File: config.mk
export PLATFORM = sky130hd
export DESIGN_NAME = video_output_formatter
export DESIGN_NICKNAME = d
export VERILOG_FILES = /design/src/pkg/vof_pkg.sv /design/src/logic/video_output_formatter.sv
export SDC_FILE = /design/constraint.sdc
export NUM_CORES = 1
export LEC_CHECK = 0
export ABC_CLOCK_PERIOD_IN_PS = 4300
export BUFFER_PORTS_ARGS = -buffer_cell sky130_fd_sc_hd__buf_4
export CAP_MARGIN = 40
export CORE_ASPECT_RATIO = 1.25
export CORE_UTILIZATION = 45
export DETAILED_ROUTE_END_ITERATION = 12
export PLACE_DENSITY = 0.68
export SLEW_MARGIN = 20
export SYNTH_ARGS = -nofsm -noshare
export SYNTH_HDL_FRONTEND = slang
export SYNTH_SLANG_ARGS = --single-unit
export TNS_END_PERCENT = 100
File: constraint.sdc
create_clock -name clk_i -period 4.3 [get_ports clk_i]
set_input_delay 0 -clock clk_i [delete_from_list [all_inputs] [get_ports clk_i]]
set_output_delay 0 -clock clk_i [all_outputs]
set_load 0.01 [all_outputs]
File: src/pkg/vof_pkg.sv
/*
 Constants, types and carriers shared by the video output formatter.
 Assumes a 40 MHz core clock and 8-bit YCrCb samples in offset-binary form.
*/
package vof_pkg;

   ////////////////////////////////////////////////////////////////////////////////
   // Register map and reset values
   localparam logic [7:0]  REG_CTRL    = 8'h00;
   localparam logic [7:0]  REG_STATUS  = 8'h04;
   localparam int          CTRL_W      = 12;
   localparam int          STATUS_W    = 5;
   localparam logic [11:0] CTRL_RESET  = 12'h200;  // Only code limiting on

   ////////////////////////////////////////////////////////////////////////////////
   // Code words and levels
   localparam logic [7:0] HDR_ONES    = 8'hff;
   localparam logic [7:0] HDR_ZERO    = 8'h00;
   localparam logic [7:0] BLANK_Y     = 8'h10;
   localparam logic [7:0] BLANK_C     = 8'h80;
   localparam logic [7:0] VID_MIN     = 8'h01;
   localparam logic [7:0] VID_MAX     = 8'hfe;
   localparam logic [7:0] ITU_Y_MIN   = 8'h10;
   localparam logic [7:0] ITU_Y_MAX   = 8'hf0;
   localparam logic [7:0] ITU_C_MIN   = 8'h10;
   localparam logic [7:0] ITU_C_MAX   = 8'hf0;
   localparam logic [7:0] CHROMA_SIGN = 8'h80;
   localparam logic [7:0] TP_FLAT_Y   = 8'hb4;
   localparam logic [7:0] TP_BAR_TOP  = 8'heb;
   localparam logic [7:0] TP_C_LOW    = 8'h40;
   localparam logic [7:0] TP_C_HIGH   = 8'hc0;
   localparam logic [2:0] SKEW_FULL   = 3'h4;

   ////////////////////////////////////////////////////////////////////////////////
   // Pipeline geometry: output stage plus two stages of look-ahead and look-back
   localparam int PIPE_DEPTH = 5;
   localparam int OUT_STAGE  = 2;

   typedef enum logic [1:0] {
      TP_YRAMP = 2'b00,
      TP_CRAMP = 2'b01,
      TP_FLAT  = 2'b10,
      TP_BAR   = 2'b11
   } tp_e;

   typedef enum logic [1:0] {
      FMT_16  = 2'b00,
      FMT_8   = 2'b01,
      FMT_411 = 2'b10,
      FMT_656 = 2'b11
   } fmt_e;

   // Control word, bit 0 is the double-clock enable
   typedef struct packed {
      logic [1:0] skew;
      logic       code_limit;
      logic       chroma_signed;
      tp_e        test_sel;
      logic       test_en;
      logic       sync_hiz;
      logic       data_hiz;
      logic       fmt411;
      logic       embedded_header_enable;
      logic       dbl;
   } ctrl_s;

   typedef struct packed {
      logic [7:0] y;
      logic [7:0] cb;
      logic [7:0] cr;
      logic [7:0] helper_y;
      logic       active;
      logic       hsync;
      logic       vsync;
      logic       field;
      logic       vblank;
      logic       line_blank;
      logic       last_line;
      logic       helper_line;
   } video_in_s;

   typedef struct packed {
      logic [7:0] y;
      logic [7:0] cb;
      logic [7:0] cr;
      logic [1:0] idx;
      logic       act;
      logic       hs;
      logic       vs;
      logic       field;
      logic       vblank;
      logic       lblank;
      logic       last;
      logic       helper;
   } pixel_s;

endpackage

File: src/logic/video_output_formatter.sv
/*
 Video output formatter: turns a processed YCrCb pixel stream into the
 16-bit 4:2:2, 8-bit 4:2:2, 4:1:1 or embedded-header 656 output format.
 Assumes the pixel inputs come from logic on clk_i and hold steady between
 output clock edges; the output clock and output-enable pin are asynchronous.
*/
`timescale 1ns/1ps

//////////////////////////////////////////////////////////////////////////////////
// What this block does
// - 4:1:1 chroma bit pairs spread over four pixels
// - Skew-interpolate chroma onto orthogonal raster for 4:1:1
// - 656 mode muxes words at double rate
// - SAV header just before first active sample
// - EAV header just after last active sample
// - 656 video words clipped to 1..254
// - Blanking words are 0x10 luma, 0x80 chroma
// - Header: ff, 00, 00, flag word
// - Flag word carries T, F, V, H
// - Low flag bits are protection bits
// - Window-blanked lines drop both headers together
// - EAV of last active line has V set
// - Field blanking headers carry V set
// - Double-clock and header enables select format
// - Luma limited 16..240, chroma 128 plus-minus 112
// - Software can tristate data and sync outputs
// - Output-enable pin tristates data outputs
// - Test mode substitutes ramps, flat field, colour bar
// - Helper lines take the main luma path
// - Helper lines bypass comb, appear on luma
// - 4:2:2 chroma alternates Cb, Cr per pair
module video_output_formatter
   import vof_pkg::*;
(
   input  wire logic        clk_i,
   input  wire logic        nrst_i,
   input  wire logic        pixel_clk_i,
   input  wire logic        pixel_output_enable_n_i,
   input  wire video_in_s   vid_i,
   input  wire logic [7:0]  reg_addr_i,
   input  wire logic [31:0] reg_wdata_i,
   input  wire logic        reg_wr_i,
   input  wire logic        reg_rd_i,
   output logic      [31:0] reg_rdata_o,
   output logic      [7:0]  luma_o,
   output logic             luma_oe_o,
   output logic      [7:0]  chroma_o,
   output logic             chroma_oe_o,
   output logic             hsync_o,
   output logic             vsync_o,
   output logic             active_video_marker_o,
   output logic             sync_oe_o,
   output logic             comb_bypass_o
);

   //////////////////////////////////////////////////////////////////////////////////
   // Helpers

   // Saturate a code to a window
   function automatic logic [7:0] clip(input logic [7:0] v,
                                       input logic [7:0] lo,
                                       input logic [7:0] hi);
      clip = (v < lo) ? lo : ((v > hi) ? hi : v);
   endfunction

   // Two-tap interpolation, weight in quarters toward the newer sample
   function automatic logic [7:0] interp(input logic [7:0] a,
                                         input logic [7:0] b,
                                         input logic [1:0] w);
      logic [10:0] acc;
      acc = {3'h0, a} * {8'h00, SKEW_FULL - {1'b0, w}} + {3'h0, b} * {9'h000, w};
      interp = acc[9:2];
   endfunction

   // A line carries headers unless the window blanked it outside field blanking
   function automatic logic hdr_ok(input pixel_s p);
      hdr_ok = !(p.lblank && !p.vblank);
   endfunction

   // Fourth header word with its protection bits
   function automatic logic [7:0] hdr_flag(input pixel_s p, input logic h);
      logic f;
      logic v;
      f = p.field;
      v = p.vblank | (h & p.last);
      hdr_flag = {1'b1, f, v, h, v ^ h, f ^ h, f ^ v, f ^ v ^ h};
   endfunction

   //////////////////////////////////////////////////////////////////////////////////
   // Declarations
   ctrl_s       ctrl_reg;
   logic        lclk_s1_reg;
   logic        lclk_s2_reg;
   logic        lclk_d_reg;
   logic        oen_s1_reg;
   logic        oen_s2_reg;
   logic        sub_reg;
   logic [9:0]  pix_cnt_reg;
   pixel_s      pipe_reg [0:PIPE_DEPTH-1];
   logic [7:0]  grp_cb_reg;
   logic [7:0]  grp_cr_reg;
   logic [7:0]  luma_reg;
   logic [7:0]  chroma_reg;
   logic        hs_reg;
   logic        vs_reg;
   logic        avo_reg;
   logic        field_reg;
   logic        hdr_word_reg;
   logic        luma_oe_reg;
   logic        chroma_oe_reg;
   logic        sync_oe_reg;
   logic        bypass_reg;
   logic [31:0] rdata_reg;
   logic        hdr3_q;
   logic        vid656_q;
   logic        blank656_q;
   logic        fmt411_q;
   logic        fmt656_q;
   logic        lim_q;

   //////////////////////////////////////////////////////////////////////////////////
   // Output clock and pin synchronisers; the first stage feeds only the second
   always_ff @(posedge clk_i or negedge nrst_i) begin
      if (!nrst_i) begin
         lclk_s1_reg <= 1'b0;
         lclk_s2_reg <= 1'b0;
         lclk_d_reg  <= 1'b0;
         oen_s1_reg  <= 1'b1;
         oen_s2_reg  <= 1'b1;
      end else begin
         lclk_s1_reg <= pixel_clk_i;
         lclk_s2_reg <= lclk_s1_reg;
         lclk_d_reg  <= lclk_s2_reg;
         oen_s1_reg  <= pixel_output_enable_n_i;
         oen_s2_reg  <= oen_s1_reg;
      end
   end

   //////////////////////////////////////////////////////////////////////////////////
   // Format and slot decode
   fmt_e fmt_w;
   logic slot_evt;
   logic shift_en;
   logic act_rise;

   assign slot_evt = lclk_s2_reg & ~lclk_d_reg;
   // Headers need the double-rate port, so headers without it stay plain 16-bit, or 4:1:1 when fmt411 is set
   assign fmt_w    = (ctrl_reg.dbl && ctrl_reg.embedded_header_enable) ? FMT_656 :
                     ctrl_reg.dbl    ? FMT_8 :
                     ctrl_reg.fmt411 ? FMT_411 : FMT_16;
   // In double-clock modes one pixel spans two word slots
   assign shift_en = slot_evt & (~ctrl_reg.dbl | sub_reg);
   assign act_rise = vid_i.active & ~pipe_reg[0].act;

   //////////////////////////////////////////////////////////////////////////////////
   // Pixel source: helper lines replace comb-filtered luma, then test patterns
   logic [9:0] pcnt_w;
   logic [2:0] bar_w;
   logic [7:0] bar_y_w;
   logic [7:0] src_y_w;
   logic [7:0] tp_y;
   logic [7:0] tp_cb;
   logic [7:0] tp_cr;
   pixel_s     new_pix;

   assign pcnt_w  = act_rise ? 10'h000 : pix_cnt_reg;
   assign bar_w   = pcnt_w[9:7];
   assign bar_y_w = TP_BAR_TOP - ({1'b0, bar_w, 4'h0} + {2'h0, bar_w, 3'h0});
   assign src_y_w = vid_i.helper_line ? vid_i.helper_y : vid_i.y;

   // Ramp and bar patterns are generated from the pixel count of the line; the flat field is a constant level
   always_comb begin
      tp_y  = TP_FLAT_Y;
      tp_cb = BLANK_C;
      tp_cr = BLANK_C;
      case (ctrl_reg.test_sel)
         TP_YRAMP: begin
            tp_y = pcnt_w[7:0];
         end
         TP_CRAMP: begin
            tp_cb = pcnt_w[7:0];
            tp_cr = ~pcnt_w[7:0];
         end
         TP_FLAT: begin
            tp_y = TP_FLAT_Y;
         end
         TP_BAR: begin
            tp_y  = bar_y_w;
            tp_cb = bar_w[0] ? TP_C_HIGH : TP_C_LOW;
            tp_cr = bar_w[1] ? TP_C_HIGH : TP_C_LOW;
         end
         default: begin
            tp_y = TP_FLAT_Y;
         end
      endcase
   end

   // Assemble the next pixel, limiting codes to the studio range when asked
   always_comb begin
      new_pix        = '0;
      new_pix.y      = ctrl_reg.test_en ? tp_y : src_y_w;
      new_pix.cb     = ctrl_reg.test_en ? tp_cb : vid_i.cb;
      new_pix.cr     = ctrl_reg.test_en ? tp_cr : vid_i.cr;
      if (ctrl_reg.code_limit) begin
         new_pix.y  = clip(new_pix.y, ITU_Y_MIN, ITU_Y_MAX);
         new_pix.cb = clip(new_pix.cb, ITU_C_MIN, ITU_C_MAX);
         new_pix.cr = clip(new_pix.cr, ITU_C_MIN, ITU_C_MAX);
      end
      new_pix.idx    = pcnt_w[1:0];  // Pair and group position from line start
      new_pix.act    = vid_i.active;
      new_pix.hs     = vid_i.hsync;
      new_pix.vs     = vid_i.vsync;
      new_pix.field  = vid_i.field;
      new_pix.vblank = vid_i.vblank;
      new_pix.lblank = vid_i.line_blank;
      new_pix.last   = vid_i.last_line;
      new_pix.helper = vid_i.helper_line;
   end

   //////////////////////////////////////////////////////////////////////////////////
   // Pixel pipeline: two stages of look-ahead give room for SAV, two of look-back
   // mark where EAV goes; costs two pixels of latency in every format
   always_ff @(posedge clk_i or negedge nrst_i) begin
      if (!nrst_i) begin
         for (int i = 0; i < PIPE_DEPTH; i++) begin
            pipe_reg[i] <= '0;
         end
         pix_cnt_reg <= 10'h000;
      end else if (shift_en) begin
         pipe_reg[0] <= new_pix;
         for (int i = 1; i < PIPE_DEPTH; i++) begin
            pipe_reg[i] <= pipe_reg[i-1];
         end
         pix_cnt_reg <= vid_i.active ? pcnt_w + 10'h001 : 10'h000;
      end
   end

   // Word slot phase: even slot chroma, odd slot luma
   always_ff @(posedge clk_i or negedge nrst_i) begin
      if (!nrst_i) begin
         sub_reg <= 1'b0;
      end else if (slot_evt) begin
         sub_reg <= ctrl_reg.dbl ? ~sub_reg : 1'b0;
      end
   end

   //////////////////////////////////////////////////////////////////////////////////
   // Stage aliases and header decode
   pixel_s     d0;
   pixel_s     d1;
   pixel_s     d2;
   pixel_s     d3;
   pixel_s     d4;
   logic       sav_w;
   logic       eav_w;
   logic [1:0] hidx_w;
   logic [7:0] hdr_w;

   assign d0 = pipe_reg[0];
   assign d1 = pipe_reg[1];
   assign d2 = pipe_reg[OUT_STAGE];
   assign d3 = pipe_reg[3];
   assign d4 = pipe_reg[4];
   // SAV fills the four slots before the first active pixel reaches the output
   assign sav_w  = !d2.act && (d0.act || d1.act) && hdr_ok(d1.act ? d1 : d0);
   // EAV fills the four slots after the last active pixel left the output
   assign eav_w  = !d2.act && (d3.act || d4.act) && hdr_ok(d3.act ? d3 : d4);
   assign hidx_w = sav_w ? {d1.act, sub_reg} : {~d3.act, sub_reg};

   always_comb begin
      case (hidx_w)
         2'b00:   hdr_w = HDR_ONES;
         2'b01:   hdr_w = HDR_ZERO;
         2'b10:   hdr_w = HDR_ZERO;
         2'b11:   hdr_w = sav_w ? hdr_flag(d1, 1'b0) : hdr_flag(d4, 1'b1);
         default: hdr_w = HDR_ZERO;
      endcase
   end

   //////////////////////////////////////////////////////////////////////////////////
   // Chroma paths
   logic [7:0] c422_w;
   logic [7:0] cout_w;
   logic [7:0] gcb_w;
   logic [7:0] gcr_w;
   logic [7:0] cb_sh_w;
   logic [7:0] cr_sh_w;
   logic [7:0] c411_w;
   logic       vis_w;

   // First pixel of a pair carries Cb, second Cr, both co-sited with the pair
   assign c422_w  = d2.idx[0] ? d2.cr : d2.cb;
   assign cout_w  = ctrl_reg.chroma_signed ? (c422_w ^ CHROMA_SIGN) : c422_w;
   // Group chroma is skew-interpolated between the previous and first pixel
   assign gcb_w   = (d2.idx == 2'b00) ? interp(d3.cb, d2.cb, ctrl_reg.skew) : grp_cb_reg;
   assign gcr_w   = (d2.idx == 2'b00) ? interp(d3.cr, d2.cr, ctrl_reg.skew) : grp_cr_reg;
   assign cb_sh_w = gcb_w << {d2.idx, 1'b0};
   assign cr_sh_w = gcr_w << {d2.idx, 1'b0};
   // Each pixel carries two bits of Cb and two of Cr, duplicated on both nibbles
   assign c411_w  = {cb_sh_w[7], cb_sh_w[6], cr_sh_w[7], cr_sh_w[6],
                     cb_sh_w[7], cb_sh_w[6], cr_sh_w[7], cr_sh_w[6]};
   assign vis_w   = d2.act && !d2.vblank && !d2.lblank;

   always_ff @(posedge clk_i or negedge nrst_i) begin
      if (!nrst_i) begin
         grp_cb_reg <= BLANK_C;
         grp_cr_reg <= BLANK_C;
      end else if (shift_en && d2.idx == 2'b00) begin
         grp_cb_reg <= gcb_w;
         grp_cr_reg <= gcr_w;
      end
   end

   //////////////////////////////////////////////////////////////////////////////////
   // Output word selection per format
   logic [7:0] w656_w;
   logic [7:0] luma_next;
   logic [7:0] chroma_next;
   logic       hdr_emit_w;

   assign hdr_emit_w = sav_w | eav_w;
   assign w656_w = hdr_emit_w ? hdr_w :
                   !vis_w     ? (sub_reg ? BLANK_Y : BLANK_C) :
                   sub_reg    ? clip(d2.y, VID_MIN, VID_MAX) :
                                clip(cout_w, VID_MIN, VID_MAX);

   always_comb begin
      case (fmt_w)
         FMT_656: begin
            luma_next   = w656_w;
            chroma_next = 8'h00;
         end
         FMT_8: begin
            luma_next   = sub_reg ? d2.y : cout_w;
            chroma_next = 8'h00;
         end
         FMT_411: begin
            luma_next   = d2.y;
            chroma_next = c411_w;
         end
         default: begin
            // Limit luma again here: pixels taken before the limit was on may still be in flight
            luma_next   = ctrl_reg.code_limit ? clip(d2.y, ITU_Y_MIN, ITU_Y_MAX) : d2.y;
            chroma_next = cout_w;
         end
      endcase
   end

   // Port registers advance once per output clock word slot
   always_ff @(posedge clk_i or negedge nrst_i) begin
      if (!nrst_i) begin
         luma_reg     <= BLANK_Y;
         chroma_reg   <= BLANK_C;
         hs_reg       <= 1'b0;
         vs_reg       <= 1'b0;
         avo_reg      <= 1'b0;
         field_reg    <= 1'b0;
         hdr_word_reg <= 1'b0;
         bypass_reg   <= 1'b0;
      end else if (slot_evt) begin
         luma_reg     <= luma_next;
         chroma_reg   <= chroma_next;
         hs_reg       <= (fmt_w != FMT_656) & d2.hs;
         vs_reg       <= (fmt_w != FMT_656) & d2.vs;
         avo_reg      <= (fmt_w != FMT_656) & d2.act;
         field_reg    <= d2.field;
         hdr_word_reg <= (fmt_w == FMT_656) & hdr_emit_w;
         bypass_reg   <= new_pix.helper;
      end
   end

   // Enables follow the pin and control bits on every clock, not per slot
   always_ff @(posedge clk_i or negedge nrst_i) begin
      if (!nrst_i) begin
         luma_oe_reg   <= 1'b0;
         chroma_oe_reg <= 1'b0;
         sync_oe_reg   <= 1'b0;
      end else begin
         luma_oe_reg   <= ~ctrl_reg.data_hiz & ~oen_s2_reg;
         chroma_oe_reg <= ~ctrl_reg.data_hiz & ~oen_s2_reg & ~ctrl_reg.dbl;
         sync_oe_reg   <= ~ctrl_reg.sync_hiz;
      end
   end

   //////////////////////////////////////////////////////////////////////////////////
   // Register port: control write, read data valid in the following cycle only
   logic [31:0] rd_mux_w;
   logic [STATUS_W-1:0] status_w;

   assign status_w = {d2.act, sub_reg, hdr_word_reg, oen_s2_reg, field_reg};
   assign rd_mux_w = (reg_addr_i == REG_CTRL)   ? {{(32-CTRL_W){1'b0}}, ctrl_reg} :
                     (reg_addr_i == REG_STATUS) ? {{(32-STATUS_W){1'b0}}, status_w} :
                                                  32'h0000_0000;

   always_ff @(posedge clk_i or negedge nrst_i) begin
      if (!nrst_i) begin
         ctrl_reg  <= ctrl_s'(CTRL_RESET);
         rdata_reg <= 32'h0000_0000;
      end else begin
         if (reg_wr_i && reg_addr_i == REG_CTRL) begin
            ctrl_reg <= ctrl_s'(reg_wdata_i[CTRL_W-1:0]);
         end
         rdata_reg <= reg_rd_i ? rd_mux_w : 32'h0000_0000;
      end
   end

   assign reg_rdata_o           = rdata_reg;
   assign luma_o                = luma_reg;
   assign luma_oe_o             = luma_oe_reg;
   assign chroma_o              = chroma_reg;
   assign chroma_oe_o           = chroma_oe_reg;
   assign hsync_o               = hs_reg;
   assign vsync_o               = vs_reg;
   assign active_video_marker_o = avo_reg;
   assign sync_oe_o             = sync_oe_reg;
   assign comb_bypass_o         = bypass_reg;

   //////////////////////////////////////////////////////////////////////////////////
   // Word-kind trackers read only by the checks below
   always_ff @(posedge clk_i or negedge nrst_i) begin
      if (!nrst_i) begin
         hdr3_q     <= 1'b0;
         vid656_q   <= 1'b0;
         blank656_q <= 1'b0;
         fmt411_q   <= 1'b0;
         fmt656_q   <= 1'b0;
         lim_q      <= 1'b0;
      end else if (slot_evt) begin
         hdr3_q     <= (fmt_w == FMT_656) & hdr_emit_w & (hidx_w == 2'b11);
         vid656_q   <= (fmt_w == FMT_656) & ~hdr_emit_w & vis_w;
         blank656_q <= (fmt_w == FMT_656) & ~hdr_emit_w & ~vis_w;
         fmt411_q   <= (fmt_w == FMT_411);
         fmt656_q   <= (fmt_w == FMT_656);
         lim_q      <= (fmt_w == FMT_16) & ctrl_reg.code_limit;
      end
   end
endmodule

==> results.toml <==
[outcome]
status = "complete, no violations"

[critical_path]
critPathArrivalTime_ns = 4.58
path_max_fanout = 11
worstPathRequired_ns = 4.73
start_kind = "flip-flop"
worstSetupPathType = "reg2reg"
end_kind = "flip-flop"

[floorplan]
rows = 65
fp.dieArea_um2 = 26700
io_pins = 141
start_util = 0.461
die_x_um = 146
core-area_um2 = 25500
dieHeight_um = 183

[timing]
rsz0062_at_grt = "yes"
skew_ns = 0.0132
tightest_slew_ns = 0.768
finalSetupViolCount = 0
drv_slew = 0
period_minus_slack_ns = 4.15
setup_tns_ns = 0
holdWs_ns = 0.0225
hold_viol = 0
period_share = 0.966
relSlewSlack = 0.488
fmax_mhz = 241

[placement]
dp.cells = 1743
gp_congestion = 0.904
io_buffer_count = 100
dp_hpwl_um = 21100

[routing]
firstDrtPassIters = 6
wl_um = 30100
drt-vias-per-instance = 5.35
drc = 0
drt-wirelength-per-cell_um = 16.5
drtAntennaViolNets = 0
num_vias = 9750
drtIter0Drc = 567

[clocking]
cts-buffers-inserted = 22
cts.sink_count = 202
insertion_delay_ns = 0.51
cts_htree_levels = 1
cts-root-buf = "clkbuf_16"
cts_tree = "built"
clk_pin_slew_ns = 0.06
postCtsSetupBuffers = 0
cts.path.max_buffers = 3

[pwr]
leakage_uw = 0.00712
p_comb_frac = 0.230
switching_share = 0.308
intPower_uw = 4050
ir_drop_v = 0.000271
power_uw = 5850
power_frac_seq = 0.423
power_switching_uw = 1800
power_density_nw_per_um2 = 411
p_clk_frac = 0.347

[global_routing]
grt_pass1_vias = 9745
grt_pass1_wl_um = 49400
gr-total-overflow = 0
grt_use_total = 0.231
grt_max_degree = 137
grt_antenna_before_repair = 0

[synth]
yosysTopAreaCellShare = 0.420
synth_area_um2 = 11700
yosysWarningCount = 0
ys_ff_latch = 202
ys_top_cells_by_area = "dfrtp_1 (42%), nand2_1 (13%), fa_1 (6.8%), ha_1 (3.6%), and2_1 (3.0%)"
syn_avg_cell_area_um2 = 8.79
syn_inst = 1335
synth.distinct_cells = 68
synth-edff-count = 0
async_flop_share = 1.00
ys_seq_area_frac = 0.431
synth_largest_area_cell = "dfrtp_1"
synth-main-ff-cell = "dfrtp_1"

[flow_run]
drv_cap = 0

[worst_hold_path]
hp-class = "in2reg"

[layout]
finalNonFillerCells = 1823
seqCellArea_um2 = 5060
n_antenna_cell = 0
num-fill-cells = 2297
area_delta_synth_final_pct = 21.2
drive_gt1_frac = 0.159
finalNetCount = 1632
multiInputGateArea_um2 = 6100
final_util = 0.559
-- cells in the mapped netlist, types with 11 or more instances --
cell / instances
nand2b_1: 13
a211oi_1: 12
inv_1: 74
fa_1: 40
mux2_2: 24
o21ai_0: 55
a21o_1: 12
clkbuf_1: 50
buf_4: 21
nor3_1: 23
ha_1: 34
and2_1: 57
mux2i_1: 17
a21oi_1: 57
nor2_1: 52
xnor2_1: 17
nand2_1: 405
nand3_1: 17
buf_2: 11
dfrtp_1: 197
-- power groups by stage --
stage	Clock [uW]	Combinational (uW)	Sequential [uW]
2_1_floorplan	0	835	2440
3_3_place_gp	0	1260	2500
3_5_place_dp	0	1290	2510
4_1_cts	2060	1330	2480
6_report	2030	1350	2480
5_1_grt	2130	1520	2520
-- per-layer routing --
layer | part of all wire | routed length, um | global-route usage
met3 | 0.038 | 1160 | 0.0213
met4 | 0.034 | 1010 | 0.0925
met5 | 0 | 0 | 0
met1 | 0.42 | 12500 | 0.286
met2 | 0.51 | 15400 | 0.413
-- layout make-up --
cell class | count | area share
clock buffer | 31 | 0.0461
clock inverter | 9 | 0.00924
inverter | 75 | 0.0198
tap | 335 | 0.0295
timing repair buffer | 185 | 0.110
sequential | 202 | 0.356
multi-input combinational | 986 | 0.429
-- what timing repair did --
item | 4_1_cts | 5_1_grt
hold buffers | 40 | 0
resized for setup | 0 | 17
setup endpoints to repair | 0 | 11
hold endpoints to repair | 206 | 0
-- critical path, stage by stage, from the launching register on --
cell and delay [ns]:
dfrtp_1 0.38, inv_2 0.07, ha_4 0.18, buf_12 0.14
and2_1 0.16, fa_1 0.48, fa_1 0.55, inv_1 0.06
fa_1 0.53, inv_1 0.04, ha_1 0.31, and3_1 0.19
a221o_1 0.36, a41oi_2 0.23, xnor2_1 0.16, a21oi_2 0.09
a21oi_1 0.15
-- logic make-up after synthesis --
group | synth area share
AO/OA/AOI/OAI | 0.112
adder cells (fa/ha/maj) | 0.104
AND/OR/NAND/NOR | 0.232
multiplexers | 0.0375
flip-flops | 0.431
other | 0.000320
XOR/XNOR | 0.0202
buffers and inverters | 0.0627
-- through the flow --
step | cell area, um2 | setup slack [ns]
3_5_place_dp | 12900 | -0.0119
2_1_floorplan | 11800 | 0.00554
5_1_grt | 14200 | -0.0216
3_3_place_gp | 12900 | 0.0956
6_report | 14200 | 0.146
4_1_cts | 14100 | 0.00138
-- layout by cell type, fill, tap and decap left out, drive strengths merged, types with 32 or more instances in the layout --
cell / count
inv: 75
dlygate4sd3: 39
a21oi: 58
dfrtp: 197
and2: 57
fa: 40
ha: 34
nor2: 52
buf: 145
nand2: 405
o21ai: 55
clkbuf: 32
-- final timing paths --
kind | end | startpoint | slack (ns) | cells after the start
hold reg to reg | oen_s2_reg | oen_s1_reg | 0.35 | 0
setup reg to reg | chroma_o[4] | ctrl_reg[10] | 0.15 | 16
hold / removal | d0[28] | vid_i[34] | 0.02 | 5
max in group asynchronous | d1[13] | nrst_i | 3.18 | 4
min in group asynchronous | d3[18] | nrst_i | 0.06 | 3
setup / recovery | chroma_o[4] | ctrl_reg[10] | 0.15 | 16
(Power assumes the default switching activity.)
